File: src/shared/snid_pkg.sv
// Purpose: constants and types for the native SIMD instruction decoder
// Assumes: 128-bit native instructions, 50 MHz core clock
// Notes:   register map is reached over AXI4-Lite
package snid_pkg;
  localparam int unsigned INSN_W = 128;
  // Doubleword positions inside the native instruction
  localparam int unsigned OPDW_LSB  = 0;
  localparam int unsigned DSTDW_LSB = 32;
  localparam int unsigned S0DW_LSB  = 64;
  localparam int unsigned S1DW_LSB  = 96;
  // Operation doubleword fields
  localparam int unsigned OPC_LSB   = 0;
  localparam int unsigned LAYOUT_B  = 8;
  localparam int unsigned PRED_LSB  = 16;
  localparam int unsigned PINV_B    = 20;
  localparam int unsigned EXW_LSB   = 21;
  localparam int unsigned COND_LSB  = 24;
  localparam int unsigned ACCW_B    = 28;
  localparam int unsigned CMPT_B    = 29;
  localparam int unsigned SAT_B     = 31;
  // Destination doubleword fields
  localparam int unsigned DRF_LSB   = 32;
  localparam int unsigned DTY_LSB   = 34;
  localparam int unsigned S0RF_LSB  = 37;
  localparam int unsigned S0TY_LSB  = 39;
  localparam int unsigned S1RF_LSB  = 42;
  localparam int unsigned S1TY_LSB  = 44;
  localparam int unsigned DMASK_LSB = 48;
  localparam int unsigned DREG_LSB  = 53;
  localparam int unsigned DAK_B     = 63;
  // Source doubleword fields, relative to the doubleword
  localparam int unsigned SREG_LSB  = 5;
  localparam int unsigned SMOD_LSB  = 13;
  localparam int unsigned SAK_B     = 15;
  localparam int unsigned SSUB_LSB  = 10;
  localparam int unsigned SIMM_LSB  = 0;
  localparam int unsigned SSWZ_LSB  = 0;
  // Three-source fields
  localparam int unsigned T3_S0_LSB = 64;
  localparam int unsigned T3_S1_LSB = 85;
  localparam int unsigned T3_S2_LSB = 106;
  localparam int unsigned T3_RSV0_B = 105;
  localparam int unsigned T3_RSV1_B = 84;
  localparam int unsigned T3_RSV2_B = 127;
  // Fields carrying meaning; others reserved
  localparam logic [127:0] USED_MASK = 128'h7FFFFFFF_FFFFFFFF_FFFFFFFF_FFFFFF7F;
  localparam logic [127:0] T3_USED   = 128'h3FFFFDFF_FFEFFFFF_FFFEBFFF_FFFFFF7F;
  // Register files and types
  localparam logic [1:0] RF_GENERAL = 2'h1;
  localparam logic [1:0] RF_IMM     = 2'h3;
  localparam logic [2:0] TY_UD = 3'h0, TY_D = 3'h1, TY_UW = 3'h2, TY_W = 3'h3;
  localparam logic [2:0] TY_UB = 3'h4, TY_B = 3'h5, TY_F = 3'h7;
  localparam logic [2:0] TY_UV = 3'h4, TY_VF = 3'h5, TY_V = 3'h6;
  localparam logic [3:0] COND_NONE  = 4'h0;
  localparam logic [3:0] COND_OVF   = 4'h8;
  // Opcodes
  localparam logic [6:0] OP_ILLEGAL = 7'h00;
  localparam logic [6:0] OP_MOV  = 7'h01;
  localparam logic [6:0] OP_SEL  = 7'h02;
  localparam logic [6:0] OP_NOT  = 7'h04;
  localparam logic [6:0] OP_AND  = 7'h05;
  localparam logic [6:0] OP_OR   = 7'h06;
  localparam logic [6:0] OP_CMP  = 7'h10;
  localparam logic [6:0] OP_JMPI = 7'h20;
  localparam logic [6:0] OP_IF   = 7'h22;
  localparam logic [6:0] OP_SEND = 7'h31;
  localparam logic [6:0] OP_SENDC= 7'h32;
  localparam logic [6:0] OP_MATH = 7'h38;
  localparam logic [6:0] OP_ADD  = 7'h40;
  localparam logic [6:0] OP_MUL  = 7'h41;
  localparam logic [6:0] OP_MAC  = 7'h48;
  localparam logic [6:0] OP_BFE  = 7'h18;
  localparam logic [6:0] OP_BFI2 = 7'h1A;
  localparam logic [6:0] OP_LRP  = 7'h5C;
  localparam logic [6:0] OP_MAD  = 7'h5B;
  localparam logic [6:0] OP_NOP  = 7'h7E;
  // Pipeline
  localparam int unsigned PIPE_LANES = 4;
  localparam int unsigned MAX_CH32   = 8;
  localparam int unsigned MAX_CH16   = 16;
  localparam int unsigned ACC_W      = 48;
  localparam int unsigned NUM_ADDR   = 8;
  // Register map (byte offsets)
  localparam logic [7:0] R_CTRL   = 8'h00;
  localparam logic [7:0] R_STATUS = 8'h04;
  localparam logic [7:0] R_ADDR0  = 8'h08;
  localparam logic [7:0] R_LASTOP = 8'h0C;
  localparam logic [7:0] R_COUNT  = 8'h10;
  localparam logic [1:0] RESP_OK  = 2'h0;
  localparam logic [1:0] RESP_DEC = 2'h3;
  localparam logic [31:0] CTRL_RST = 32'h0000_0000;
  typedef enum logic [1:0] {SNID_IDLE, SNID_RUN} snid_state_t;
endpackage

File: src/rtl/snid_decoder.sv
// Purpose: native SIMD instruction decoder and issue sequencer
// Assumes: fetch supplies one 128-bit instruction with valid/ready
// Notes:   control and status over AXI4-Lite
// Operation
// - Overflow sets flags only, never traps
// - Max width 8 for 32-bit, 16 otherwise
// - Compressed two-source instruction splits into two halves
// - Each half sequenced over narrow pipe cycles
// - Source modifiers, swizzle; destination write mask
// - Flag is implied write/read destination
// - Wide per-thread accumulator, written by mac or accumulator-write bit
// - Indirect address is subregister plus offset
// - Eight 16-bit address subregisters, descriptor pair
// - At most one source of two may be immediate
// - Scalar immediate replicated across execution width
// - Vector immediates: 8x4-bit int, 4x8-bit float
// - Channel enable from mask, predicate, width
// - Execution width power of two, capped
// - 128-bit instruction, 126 bits used (121 in three-source layout)
// - Compact 64-bit form recognised, not expanded
// - Fields taken from their four doublewords
// - Three-source layout switches fields; special opcodes only suppress flag write
// - Three-source operands only general storage
// - Three-source uses dword subregs, swizzled layout
// - Operation doubleword same for every layout
// - Condition 0000 or compare leaves flags
// - Unlisted opcode decodes as illegal opcode
`timescale 1ns/1ps
`default_nettype none
module snid_decoder
  import snid_pkg::*;
(
  input  wire logic          clk,
  input  wire logic          rst,
  input  wire logic          insn_valid,
  output logic               insn_ready,
  input  wire logic [127:0]  insn,
  output logic               issue_valid,
  input  wire logic          issue_ready,
  output logic [6:0]         issue_opcode,
  output logic [15:0]        issue_chan_en,
  output logic [255:0]       issue_second_source_operand_vec,
  output logic [7:0]         issue_dst_reg,
  output logic [7:0]         issue_first_source_operand_reg,
  output logic               issue_flag_write,
  output logic               issue_flag_read,
  output logic               issue_acc_write,
  output logic               issue_illegal_trap,
  output logic               issue_half,
  output logic [1:0]         issue_pass,
  output logic [3:0]         issue_src_mods,
  output logic [7:0]         issue_swizzle,
  input  wire logic [15:0]   pred_mask,
  input  wire logic [15:0]   exec_mask,
  input  wire logic [2:0]    addr_sel_w,
  input  wire logic [15:0]   addr_wdata,
  input  wire logic          addr_we,
  input  wire logic [31:0]   s_axi_awaddr,
  input  wire logic          s_axi_awvalid,
  output logic               s_axi_awready,
  input  wire logic [31:0]   s_axi_wdata,
  input  wire logic [3:0]    s_axi_wstrb,
  input  wire logic          s_axi_wvalid,
  output logic               s_axi_wready,
  output logic [1:0]         s_axi_bresp,
  output logic               s_axi_bvalid,
  input  wire logic          s_axi_bready,
  input  wire logic [31:0]   s_axi_araddr,
  input  wire logic          s_axi_arvalid,
  output logic               s_axi_arready,
  output logic [31:0]        s_axi_rdata,
  output logic [1:0]         s_axi_rresp,
  output logic               s_axi_rvalid,
  input  wire logic          s_axi_rready
);
  import snid_pkg::*;

  function automatic logic legal_op(input logic [6:0] op);
    case (op)
      OP_MOV, OP_SEL, OP_NOT, OP_AND, OP_OR, OP_CMP, OP_JMPI, OP_IF,
      OP_SEND, OP_SENDC, OP_MATH, OP_ADD, OP_MUL, OP_MAC, OP_BFE,
      OP_BFI2, OP_LRP, OP_MAD, OP_NOP: legal_op = 1'b1;
      default: legal_op = 1'b0;
    endcase
  endfunction

  function automatic logic is_3src(input logic [6:0] op);
    is_3src = (op == OP_BFE) || (op == OP_BFI2) || (op == OP_LRP)
           || (op == OP_MAD);
  endfunction

  // Accessor for a whole 32-bit source doubleword, first or second
  function automatic logic [31:0] sdw(input logic [127:0] i,
                                      input logic one);
    sdw = one ? i[S1DW_LSB +: 32] : i[S0DW_LSB +: 32];
  endfunction

  // Control register: bit0 exception enable, bit1 stop accepting new instructions
  logic [31:0] ctrl, next_ctrl;
  logic [15:0] addr_sub [NUM_ADDR];
  logic [31:0] issued, next_issued;
  logic [31:0] sticky, next_sticky;

  // Instruction holding and sequencing
  snid_state_t state, next_state;
  logic [127:0] cur, next_cur;
  logic         half, next_half;
  logic [1:0]   pass, next_pass;
  logic         issue_valid_r, next_issue_valid;

  // Decode of the held instruction
  logic [127:0] clean;
  logic [6:0]   opc;
  logic         three, cmpt, compr, legal, special;
  logic [2:0]   exw_code, s0ty, s1ty;
  logic [1:0]   s1rf, s0rf, drf;
  logic [4:0]   exw, maxw, npass;
  logic         bad_fmt;
  logic [3:0]   cond;
  logic [15:0]  width_mask, chan_en;
  logic [255:0] second_source_operand_vec;
  logic [31:0]  imm;
  logic [7:0]   dst_reg, s0_reg;
  logic [31:0]  s0dw, s1dw;

  always_comb begin
    three    = is_3src(cur[OPC_LSB +: 7]);
    clean    = cur & (three ? T3_USED : USED_MASK);
    s0dw     = sdw(clean, 1'b0);
    s1dw     = sdw(clean, 1'b1);
    opc      = legal_op(clean[OPC_LSB +: 7]) ? clean[OPC_LSB +: 7]
               : OP_ILLEGAL;
    special  = (opc == OP_SEND) || (opc == OP_SENDC) || (opc == OP_MATH)
               || (opc == OP_JMPI) || (opc == OP_IF);
    cmpt     = clean[CMPT_B];
    compr    = clean[13:12] == 2'h1;
    exw_code = clean[EXW_LSB +: 3];
    cond     = clean[COND_LSB +: 4];
    drf      = clean[DRF_LSB +: 2];
    s0rf     = clean[S0RF_LSB +: 2];
    s1rf     = clean[S1RF_LSB +: 2];
    s0ty     = clean[S0TY_LSB +: 3];
    s1ty     = clean[S1TY_LSB +: 3];
    exw      = (exw_code > 3'h4) ? 5'h10 : 5'(5'h1 << exw_code);
    maxw     = (s0ty <= TY_D || s0ty == TY_F) ? 5'(MAX_CH32)
               : 5'(MAX_CH16);
    bad_fmt  = (exw_code > 3'h4) || (exw > maxw)
             || (s0rf == RF_IMM && s1rf == RF_IMM)
             || (three && (drf != RF_GENERAL || s0rf != RF_GENERAL
                 || s1rf != RF_GENERAL || !clean[LAYOUT_B]));
    legal    = legal_op(cur[OPC_LSB +: 7]);
    npass    = (exw > 5'(PIPE_LANES)) ? 5'(exw / 5'(PIPE_LANES)) : 5'h1;
    for (int i = 0; i < 16; i++) width_mask[i] = (5'(i) < exw);
    chan_en  = width_mask & exec_mask
               & (clean[PRED_LSB +: 4] == 4'h0 ? 16'hFFFF
                  : (clean[PINV_B] ? ~pred_mask : pred_mask))
               & (clean[LAYOUT_B] ? {4{clean[DMASK_LSB +: 4]}}
                  : 16'hFFFF);
    // Indirect: address subregister plus immediate offset
    if (clean[DAK_B])
      dst_reg = 8'(addr_sub[clean[DREG_LSB +: 3]] + clean[48 +: 5]);
    else
      dst_reg = clean[DREG_LSB +: 8];
    if (s0dw[SAK_B] && !three)
      s0_reg = 8'(addr_sub[s0dw[SSUB_LSB +: 3]]
               + s0dw[SREG_LSB +: 5]);
    else
      s0_reg = three ? clean[T3_S0_LSB + 12 +: 8]
               : s0dw[SREG_LSB +: 8];
    // Whole last doubleword; an immediate uses all 32 bits
    imm = cur[S1DW_LSB +: 32];
    for (int i = 0; i < 8; i++) begin
      case (s1ty)
        TY_V:  second_source_operand_vec[i*32 +: 32] = 32'($signed(imm[i*4 +: 4]));
        TY_VF: second_source_operand_vec[i*32 +: 32] = {24'h0, imm[(i%4)*8 +: 8]};
        default: second_source_operand_vec[i*32 +: 32] = imm;
      endcase
    end
  end

  always_comb begin
    next_state       = state;
    next_cur         = cur;
    next_half        = half;
    next_pass        = pass;
    next_issue_valid = issue_valid_r;
    next_issued      = issued;
    insn_ready       = (state == SNID_IDLE) && !ctrl[1];
    case (state)
      SNID_IDLE: begin
        if (insn_valid && insn_ready) begin
          next_cur         = insn;
          next_half        = 1'b0;
          next_pass        = 2'h0;
          next_issue_valid = 1'b1;
          next_state       = SNID_RUN;
        end
      end
      SNID_RUN: begin
        if (issue_ready) begin
          next_issued = issued + 32'h1;
          if (5'(pass) + 5'h1 < npass)
            next_pass = pass + 2'h1;
          else if (compr && !half && !three) begin
            next_half = 1'b1;
            next_pass = 2'h0;
          end else begin
            next_issue_valid = 1'b0;
            next_state       = SNID_IDLE;
          end
        end
      end
      default: next_state = SNID_IDLE;
    endcase
  end

  always_ff @(posedge clk or posedge rst) begin
    if (rst) begin
      state         <= SNID_IDLE;
      cur           <= '0;
      half          <= 1'b0;
      pass          <= 2'h0;
      issue_valid_r <= 1'b0;
      issued        <= 32'h0;
    end else begin
      state         <= next_state;
      cur           <= next_cur;
      half          <= next_half;
      pass          <= next_pass;
      issue_valid_r <= next_issue_valid;
      issued        <= next_issued;
    end
  end

  logic illegal_now;
  assign illegal_now = !legal && ctrl[0];
  assign issue_valid        = issue_valid_r;
  assign issue_opcode       = opc;
  assign issue_chan_en      = chan_en;
  assign issue_second_source_operand_vec     = second_source_operand_vec;
  assign issue_dst_reg      = dst_reg;
  assign issue_first_source_operand_reg     = s0_reg;
  // No exception path for overflow; flags only
  assign issue_flag_write   = (cond != COND_NONE) && (opc != OP_CMP)
                              && !special;
  assign issue_flag_read    = clean[PRED_LSB +: 4] != 4'h0;
  assign issue_acc_write    = clean[ACCW_B] || opc == OP_MAC;
  assign issue_illegal_trap = issue_valid_r && illegal_now;
  assign issue_half         = half;
  assign issue_pass         = pass;
  assign issue_src_mods     = {s1dw[SMOD_LSB +: 2],
                               s0dw[SMOD_LSB +: 2]};
  assign issue_swizzle      = s0dw[SSWZ_LSB +: 8];

  // Address subregisters; side port write, 16-bit unsigned
  always_ff @(posedge clk or posedge rst) begin
    if (rst) begin
      for (int i = 0; i < NUM_ADDR; i++) addr_sub[i] <= 16'h0000;
    end else if (addr_we) begin
      addr_sub[addr_sel_w] <= addr_wdata;
    end
  end

  logic aw_hs, ar_hs;
  logic [31:0] awa;

  // Sticky status: bit0 illegal, bit1 bad format, bit2 compact
  always_comb begin
    next_sticky = sticky;
    if (aw_hs && awa[7:0] == R_STATUS && s_axi_wstrb[0])
      next_sticky = sticky & ~s_axi_wdata;
    if (state == SNID_RUN && issue_ready) begin
      next_sticky[0] = next_sticky[0] | !legal;
      next_sticky[1] = next_sticky[1] | bad_fmt;
      next_sticky[2] = next_sticky[2] | cmpt;
    end
  end

  // AXI4-Lite slave: one write, one read at a time
  logic        bvalid_r, rvalid_r;
  logic [31:0] rdata_r;
  logic [1:0]  bresp_r, rresp_r;
  logic [1:0]  next_bresp, next_rresp;
  logic [31:0] next_rdata;
  assign awa           = s_axi_awaddr;
  assign s_axi_awready = s_axi_awvalid && s_axi_wvalid && !bvalid_r;
  assign s_axi_wready  = s_axi_awready;
  assign aw_hs         = s_axi_awready;
  assign s_axi_arready = s_axi_arvalid && !rvalid_r;
  assign ar_hs         = s_axi_arready;
  assign s_axi_bvalid  = bvalid_r;
  assign s_axi_bresp   = bresp_r;
  assign s_axi_rvalid  = rvalid_r;
  assign s_axi_rdata   = rdata_r;
  assign s_axi_rresp   = rresp_r;

  always_comb begin
    next_ctrl  = ctrl;
    next_bresp = bresp_r;
    next_rresp = rresp_r;
    next_rdata = rdata_r;
    if (aw_hs) begin
      next_bresp = RESP_OK;
      case (awa[7:0])
        R_CTRL: begin
          for (int b = 0; b < 4; b++)
            if (s_axi_wstrb[b]) next_ctrl[b*8 +: 8] = s_axi_wdata[b*8 +: 8];
        end
        R_STATUS: ;
        default: next_bresp = RESP_DEC;
      endcase
    end
    if (ar_hs) begin
      next_rresp = RESP_OK;
      case (s_axi_araddr[7:0])
        R_CTRL:   next_rdata = ctrl;
        R_STATUS: next_rdata = {sticky[31:3], sticky[2:0]};
        R_ADDR0:  next_rdata = {addr_sub[1], addr_sub[0]};
        R_LASTOP: next_rdata = {23'h0, state == SNID_RUN, 1'b0, opc};
        R_COUNT:  next_rdata = issued;
        default: begin
          next_rdata = 32'h0;
          next_rresp = RESP_DEC;
        end
      endcase
    end
  end

  always_ff @(posedge clk or posedge rst) begin
    if (rst) begin
      ctrl     <= CTRL_RST;
      sticky   <= 32'h0;
      bvalid_r <= 1'b0;
      rvalid_r <= 1'b0;
      bresp_r  <= RESP_OK;
      rresp_r  <= RESP_OK;
      rdata_r  <= 32'h0;
    end else begin
      ctrl     <= next_ctrl;
      sticky   <= next_sticky;
      bvalid_r <= aw_hs ? 1'b1 : (s_axi_bready ? 1'b0 : bvalid_r);
      rvalid_r <= ar_hs ? 1'b1 : (s_axi_rready ? 1'b0 : rvalid_r);
      bresp_r  <= next_bresp;
      rresp_r  <= next_rresp;
      rdata_r  <= next_rdata;
    end
  end

  // Checks
  chk_illegal_map: assert property (@(posedge clk) disable iff (rst)
    !legal |-> issue_opcode == OP_ILLEGAL)
    else $error("unlisted opcode not mapped to illegal");
  chk_flag_none: assert property (@(posedge clk) disable iff (rst)
    cond == COND_NONE |-> !issue_flag_write)
    else $error("flag write with empty condition");
  chk_width_cap: assert property (@(posedge clk) disable iff (rst)
    issue_valid && !bad_fmt |-> $countones(width_mask) <= maxw)
    else $error("execution width above type limit");
  chk_seq_hold: assert property (@(posedge clk) disable iff (rst)
    issue_valid && !issue_ready |=> issue_valid && $stable(pass))
    else $error("issue dropped under back-pressure");
  chk_split_half: assert property (@(posedge clk) disable iff (rst)
    issue_valid && issue_ready && compr && !three && !half
    && 5'(pass) + 5'h1 >= npass |=> issue_valid && half && pass == 2'h0)
    else $error("compressed instruction not split");
  chk_chan_width: assert property (@(posedge clk) disable iff (rst)
    (issue_chan_en & ~width_mask) == 16'h0)
    else $error("channel beyond execution width");
  chk_imm_repl: assert property (@(posedge clk) disable iff (rst)
    s1ty == TY_UD |-> issue_second_source_operand_vec[255:224] == issue_second_source_operand_vec[31:0])
    else $error("immediate not replicated");
  chk_busy_ready: assert property (@(posedge clk) disable iff (rst)
    issue_valid |-> !insn_ready)
    else $error("new instruction taken while sequencing");
  chk_bresp_hold: assert property (@(posedge clk) disable iff (rst)
    s_axi_bvalid && !s_axi_bready |=> s_axi_bvalid && $stable(s_axi_bresp))
    else $error("write response dropped");
  cov_compr: cover property (@(posedge clk) disable iff (rst)
    issue_valid && half);
  cov_multi: cover property (@(posedge clk) disable iff (rst)
    issue_valid && pass == 2'h3);
  cov_illegal: cover property (@(posedge clk) disable iff (rst)
    issue_illegal_trap);
endmodule
`default_nettype wire

File: config.mk
export PLATFORM = sky130hd
export DESIGN_NAME = snid_decoder
export DESIGN_NICKNAME = d
export VERILOG_FILES = /design/src/shared/snid_pkg.sv /design/src/rtl/snid_decoder.sv
export SDC_FILE = /design/constraint.sdc
export NUM_CORES = 1
export LEC_CHECK = 0
export BUFFER_PORTS_ARGS = -buffer_cell sky130_fd_sc_hd__clkbuf_2
export CORE_AREA = 2 2 251 253
export DETAILED_ROUTE_END_ITERATION = 8
export DIE_AREA = 0 0 253 255
export GPL_ROUTABILITY_DRIVEN = 0
export SLEW_MARGIN = 10
export SYNTH_ARGS = -nofsm -noshare
export SYNTH_HDL_FRONTEND = slang
export SYNTH_SLANG_ARGS = --single-unit
File: constraint.sdc
create_clock -name clk -period 14.8 [get_ports clk]
set_clock_uncertainty 0.1 [all_clocks]
set_input_delay 0 -clock clk [delete_from_list [all_inputs] [get_ports clk]]
set_output_delay 0 -clock clk [all_outputs]
set_load 0.05 [all_outputs]
==> impl_results.md, run 1 <==
* Period utilisation layout at 0.320
* Most common cell after layout, fill and taps aside: clkbuf_2
* Largest family of logic cells by synthesized area: multiplexers
* Synth warn at 0
* Total negative slack at 0 ns
* Worst hold path class: in -> reg
* Met1 Track Usage GR at 0.272
* Share of cells above drive strength 1 at 0.411
* Max Cap Viol at 0
* Commonest cells after routing, fill and taps aside: 571 x clkbuf_2, 329 x nand2_1, 318 x dfrtp_1, 227 x mux2_2, 176 x dlygate4sd3_1
* Num Clock Sinks at 318
* Post-synthesis register bit count at 318
* Worst setup path start: cur[0]
* EDFF count, synth at 0
* Final Max Slew Viols at 0
* Mapped Area at 16900 sq um
* TritonRoute pass-1 iters at 7
* Crit path arrival time at 4.63 ns
* Max FO, Critical Path at 11
* Initial drt markers at 1656
* Post-route minimum period at 4.73 ns
* Area Overhead vs Synth at 37.9%
* Vias at 15800
* Hold path start: s_axi_wstrb[3]
* GRT Residual Overflow at 0
* Routing usage on met2 at 0.340
* Chip width at 253 microns
* Post-Synth XOR/XNOR Area at 0.0295
* Worst r2r src: issue_valid
* Initial antenna violation count at 10
* Htree depth at 2
* Hold Path Depth at 3
* Synth Area per Inst at 10.9 sq um
* Post-Synthesis Cells at 1557
* Cell taking the most area after synthesis: dfrtp_1
* Worst-case reg-to-reg path depth at 4
* Area share of fa/ha/maj cells after synthesis at 0.0142
* Slew margin rel. at 0.239
* # setup viols final at 0
* Die area at 64500 sq um
* Largest cells by area after synthesis: dfrtp_1 47%, mux2_2 15%, nand2_1 7.3%
* Met3 usage at 0.0593
* Port Buffers at 571
* Setup crit end kind: output port
* Cell row count at 92
* First-pass GRT wire length at 103000 microns
* Final hold vios at 0
* Largest net degree at the start of global routing at 142
* # IOs at 646
* Critical Path RT at 14.70 ns
* Core Area at 62200 sq um
* Worst skew pair latency at 0.57 ns
* DRC at 0
* Critical path class: reg -> out
* Final #Nets at 2547
* Clk root buf: clkbuf_16
* Vias in the first global route at 15200
* Via-per-instance ratio at 5.15
* Max Root-Sink Buffers at 3
* Status: completed
* CTS tree: built
* Post-synthesis sequential area ratio at 0.470
* Area share of the largest cell type after synthesis at 0.470
* Fill cells at 6070
* Ys async rst share at 1.00
* DRT Wirelength at 73600 microns
* Most Crowded Layer GR: met2
* Num CTS Buffers at 37
* Hpwl dp at 53900 microns
* Crit path launch type: flip-flop
* DIE HEIGHT at 255 microns
* Total GRT Usage at 0.216
* Routed wire per std cell at 24.0 microns
* RSZ-0062 raised after global routing: no
* Fmax at 0.211 GHz
* Post-route ant nets at 0
* Netlist cell types at 70
* Post-CTS setup buffers at 0
* Mapped Nets at 1864
* Multiplexer share of the synthesized area at 0.202
* Initial Util at 0.272
* Post-synthesis simple-gate area fraction at 0.137
* Post-synthesis compound-gate area fraction at 0.104
* Slew @ Worst Pin at 1.14 ns
* Prevailing post-synth register cell: dfrtp_1
* CTS clk-pin slew, worst paths at 0.06 ns
[metrics by stage]
stage	hold slack (ns)	cell area [sq um]	setup WS (ns)	utilization	std cells
after detailed placement	0.0855	20300	10.65	0.327	2824
after global placement	0.0812	20300	10.70	0.327	2824
final	0.0448	23300	10.07	0.375	3071
after CTS	0.00190	23300	9.97	0.375	3064
after floorplan	-0.00355	16900	5.90	-	1557
after global routing	0.0290	23300	9.79	0.375	3070
[state kept, by name, indices dropped and copies added (netlist names)]
register	cells
addr_sub	80
issue_half	1
s_axi_rvalid	1
issue_valid	1
s_axi_rresp	1
s_axi_rdata	32
sticky	32
cur	102
s_axi_bresp	1
issued	32
ctrl	32
issue_pass	2
s_axi_bvalid	1
[critical path: stages (launching register included)]
cell       delay, ns
dfrtp_1         0.64
nand4bb_1       0.26
a311o_1         0.62
and2_1          0.37
ha_1            0.25
inv_1           0.07
fa_1            0.40
nor2b_1         0.13
o21ai_0         0.18
a21boi_0        0.30
o21bai_1        0.11
xor2_1          0.17
mux2_2          0.29
clkbuf_2        0.25
[routing by layer]
metal | up-vias | routed length, microns
met4 | 6 | 3710
li1 | 6899 | -
met3 | 194 | 5890
met2 | 798 | 33700
met5 | - | 154
met1 | 7932 | 30200
[cells in the mapped netlist, types with 10 or more instances]
master and number:
buf_4 22, a21boi_0 30, nand4_1 10, xor2_1 15, nand2_2 14, inv_1 25, dfrtp_1 318, nand3_1 32
ha_1 16, buf_2 35, nor2b_1 13, xnor2_1 42, mux2_2 227, a21oi_1 51, clkbuf_1 47, a22oi_1 20
a221o_1 25, a21o_1 28, nor2_1 31, nand2_1 329, a222oi_1 24, o21ai_0 34, nand2b_1 13, mux4_2 33
mux2i_1 12
[worst paths after layout]
path,to,slack [ns]
setup / recovery,issue_dst_reg[6],10.07
setup reg to reg,cur[57],11.54
min in group asynchronous,cur[48],0.08
max in group asynchronous,cur[126],12.31
hold / removal,ctrl[31],0.04
hold reg to reg,s_axi_rdata[21],0.38
[cells by family after synthesis]
logic type                 after synthesis
xor gates and xnor gates                57
adders and majority gates               18
buffers and inverters                  143
muxes                                  272
AOI/OAI and AO/OA                      245
and+or+nand+nor                        504
DFF                                    318
[layout make-up]
class	count	area (sq um)	area share
multi-input cells	1096	8280	0.355
flip-flops and latches	318	7960	0.341
repair buffers	762	4740	0.203
clock buffers	57	1080	0.0463
well taps	799	1000	0.0429
clock inverters	7	141	0.00606
inverters	25	101	0.00435
diodes	7	17.5	0.000751
[timing repair]
item / 4_1_cts / 5_1_grt
gates resized for setup: 0 / 0
setup endpoints to repair: 0 / 0
hold buffers: 176 / 0
endpoints found under the hold margin: 392 / 0
Power of run 1 is left out: the tool's default activity adds up to more than one toggle a clock period on the data nets, which glitch-free logic cannot reach.
==> inputs of run 2 (changes only) <==
- CORE_AREA: 2 2 251 253 -> 2 2 249 251
- DIE_AREA: 0 0 253 255 -> 0 0 251 253
- clock period: 14.8 -> 4.05 ns (I/O delays scaled with it)
==> run 2 against run 1 <==
Against the previous run: core utilization increased by 1.1 points; cell count increased by 0.55%; register-to-register slack got worse by 10 ns; global-route usage increased by 0.52 points; clock-buffer cell count decreased by 1; worst setup slack got worse by 9.9 ns; largest cell class unchanged; design area increased by 1.2%; die area decreased by 1.6%; critical endpoint is now issue_second_source_operand_vec[126].
==> impl_results.md, run 2 (synthesis results as in run 1) <==
* GRT Residual Overflow at 0
* Post-route ant nets at 0
* Worst skew pair latency at 0.57 ns
* Met1 Track Usage GR at 0.280
* Hold Path Depth at 5
* Routing usage on met2 at 0.356
* Crit path arrival time at 3.81 ns
* Worst-case reg-to-reg path depth at 7
* Routed wire per std cell at 23.8 microns
* Die area at 63500 sq um
* Final hold vios at 0
* Cells along the critical path: or3_1, a311o_1, buf_4, nand2_4, a21o_2, nand2_1, nand2_1, clkbuf_2
* TritonRoute pass-1 iters at 8
* Max Root-Sink Buffers at 3
* First-pass GRT wire length at 105000 microns
* FF-to-FF setup slack at 1.16 ns
* CTS clk-pin slew, worst paths at 0.06 ns
* Biggest regs: cur x102, addr_sub x80
* Cell area after layout at 23600 sq um
* Clk root buf: clkbuf_16
* CTS tree: built
* Hpwl dp at 54800 microns
* Largest net degree at the start of global routing at 183
* Num Clock Sinks at 318
* Cell family with the largest share of critical-path delay: simple AND/OR/NAND/NOR gates
* Worst hold path class: in -> reg
* Via-per-instance ratio at 5.12
* Final #Nets at 2575
* RSZ-0062 raised after global routing: yes
* Initial drt markers at 1583
* Fmax at 0.256 GHz
* Slew @ Worst Pin at 1.19 ns
* Worst stage delay on the critical path at 0.62 ns
* Slowest cell on the critical path: nand2_1
* Total negative slack at 0 ns
* Worst hold endpoint: s_axi_rdata[23]
* Max reg flops at 102
* Sequential Area at 7960 sq um
* Fill cells at 5963
* Fin cells at 3088
* Chip width at 251 microns
* Setup crit end kind: output port
* Most common cell on crit path: nand2_1
* Vias at 15800
* Most common cell after layout, fill and taps aside: clkbuf_2
* Max Cap Viol at 0
* # IOs at 646
* Post-route minimum period at 3.91 ns
* Worst r2r src: cur[1]
* Commonest cells after routing, fill and taps aside: 570 x clkbuf_2, 327 x nand2_1, 313 x dfrtp_1, 227 x mux2_2, 173 x dlygate4sd3_1
* Reg-to-Reg End: s_axi_rdata[4]
* Core Area at 61000 sq um
* Period utilisation layout at 0.966
* Multi-input gate area at 8310 sq um
* Total GRT Usage at 0.221
* Final Max Slew Viols at 0
* Port Buffers at 571
* Max FO, Critical Path at 35
* # setup viols final at 0
* Vias in the first global route at 15600
* DRC at 0
* Critical Path RT at 3.95 ns
* Register with the most flip-flops: cur
* Placed inst area at 20500 sq um
* DRT Wirelength at 73400 microns
* Hold path start: s_axi_araddr[2]
* Crit path launch type: flip-flop
* Worst Path Buf+Inv at 2
* Share of cells above drive strength 1 at 0.426
* Cell row count at 91
* Met3 usage at 0.0505
* Num CTS Buffers at 39
* Status: completed
* Slew margin rel. at 0.206
* Critical path class: reg -> out
* Initial Util at 0.277
* Htree depth at 2
* Area Overhead vs Synth at 39.5%
* Initial antenna violation count at 5
* Placed Cells at 2835
* DIE HEIGHT at 253 microns
* Most Crowded Layer GR: met2
run 2: changes by cell type in the layout (fill, tap and decap cells not counted), sizes merged:
cell and delta:
buf +30, clkinv +3, diode -5, clkbuf -2, dlygate4sd3 -3, bufinv +2, clkinvlp +1
run 2: tightest hold or removal path: cells and delay by family:
kind	cells	cell delay [ns]
AND/OR/NAND/NOR	2	0.25
AO/OA/AOI/OAI	2	0.20
buffers and inverters	1	0.23
run 2: routing by layer:
layer	vias up	wire [microns]
met4	6	3930
met1	7980	30200
met3	179	4970
met5	-	42
met2	702	34300
li1	6955	-
run 2: stage by stage:
step | worst slack [ns] | hold slack [ns] | utilization
after global routing | -0.0471 | 0.0585 | 0.387
after floorplan | -0.289 | -0.00355 | -
after global placement | 0.301 | 0.0802 | 0.335
after CTS | 0.0352 | 0.0162 | 0.385
after detailed placement | 0.260 | 0.0994 | 0.335
final | 0.140 | 0.0530 | 0.387
run 2: how the worst max path moves through the flow:
stage	slack [ns]	startpoint	endpoint	cells past startpoint
floorplan	-0.29	rst	addr_sub[0]	1
global placement	0.30	cur[0]	issue_dst_reg[6]	13
detailed placement	0.26	cur[0]	issue_dst_reg[6]	13
CTS	0.04	cur[6]	issue_dst_reg[6]	13
global route	-0.05	cur[1]	issue_second_source_operand_vec[25]	9
finish	0.14	cur[0]	issue_second_source_operand_vec[126]	8
run 2: final cells by class:
class / count / share of cell area
diodes: 2 / 0.000212
inverters: 25 / 0.00414
flip-flops and latches: 318 / 0.337
clock inverters: 13 / 0.00827
repair buffers: 788 / 0.209
well taps: 790 / 0.0419
multi-input cells: 1096 / 0.352
clock buffers: 56 / 0.0466
run 2: timing repair:
item	4_1_cts	5_1_grt
resized for setup	11	8
pin swaps	1	3
endpoints found under the setup margin	11	31
hold endpoints to repair	596	0
setup buffers	0	9
hold buffers	173	0
cloned	0	0
Power of run 2 is left out for the same reason.
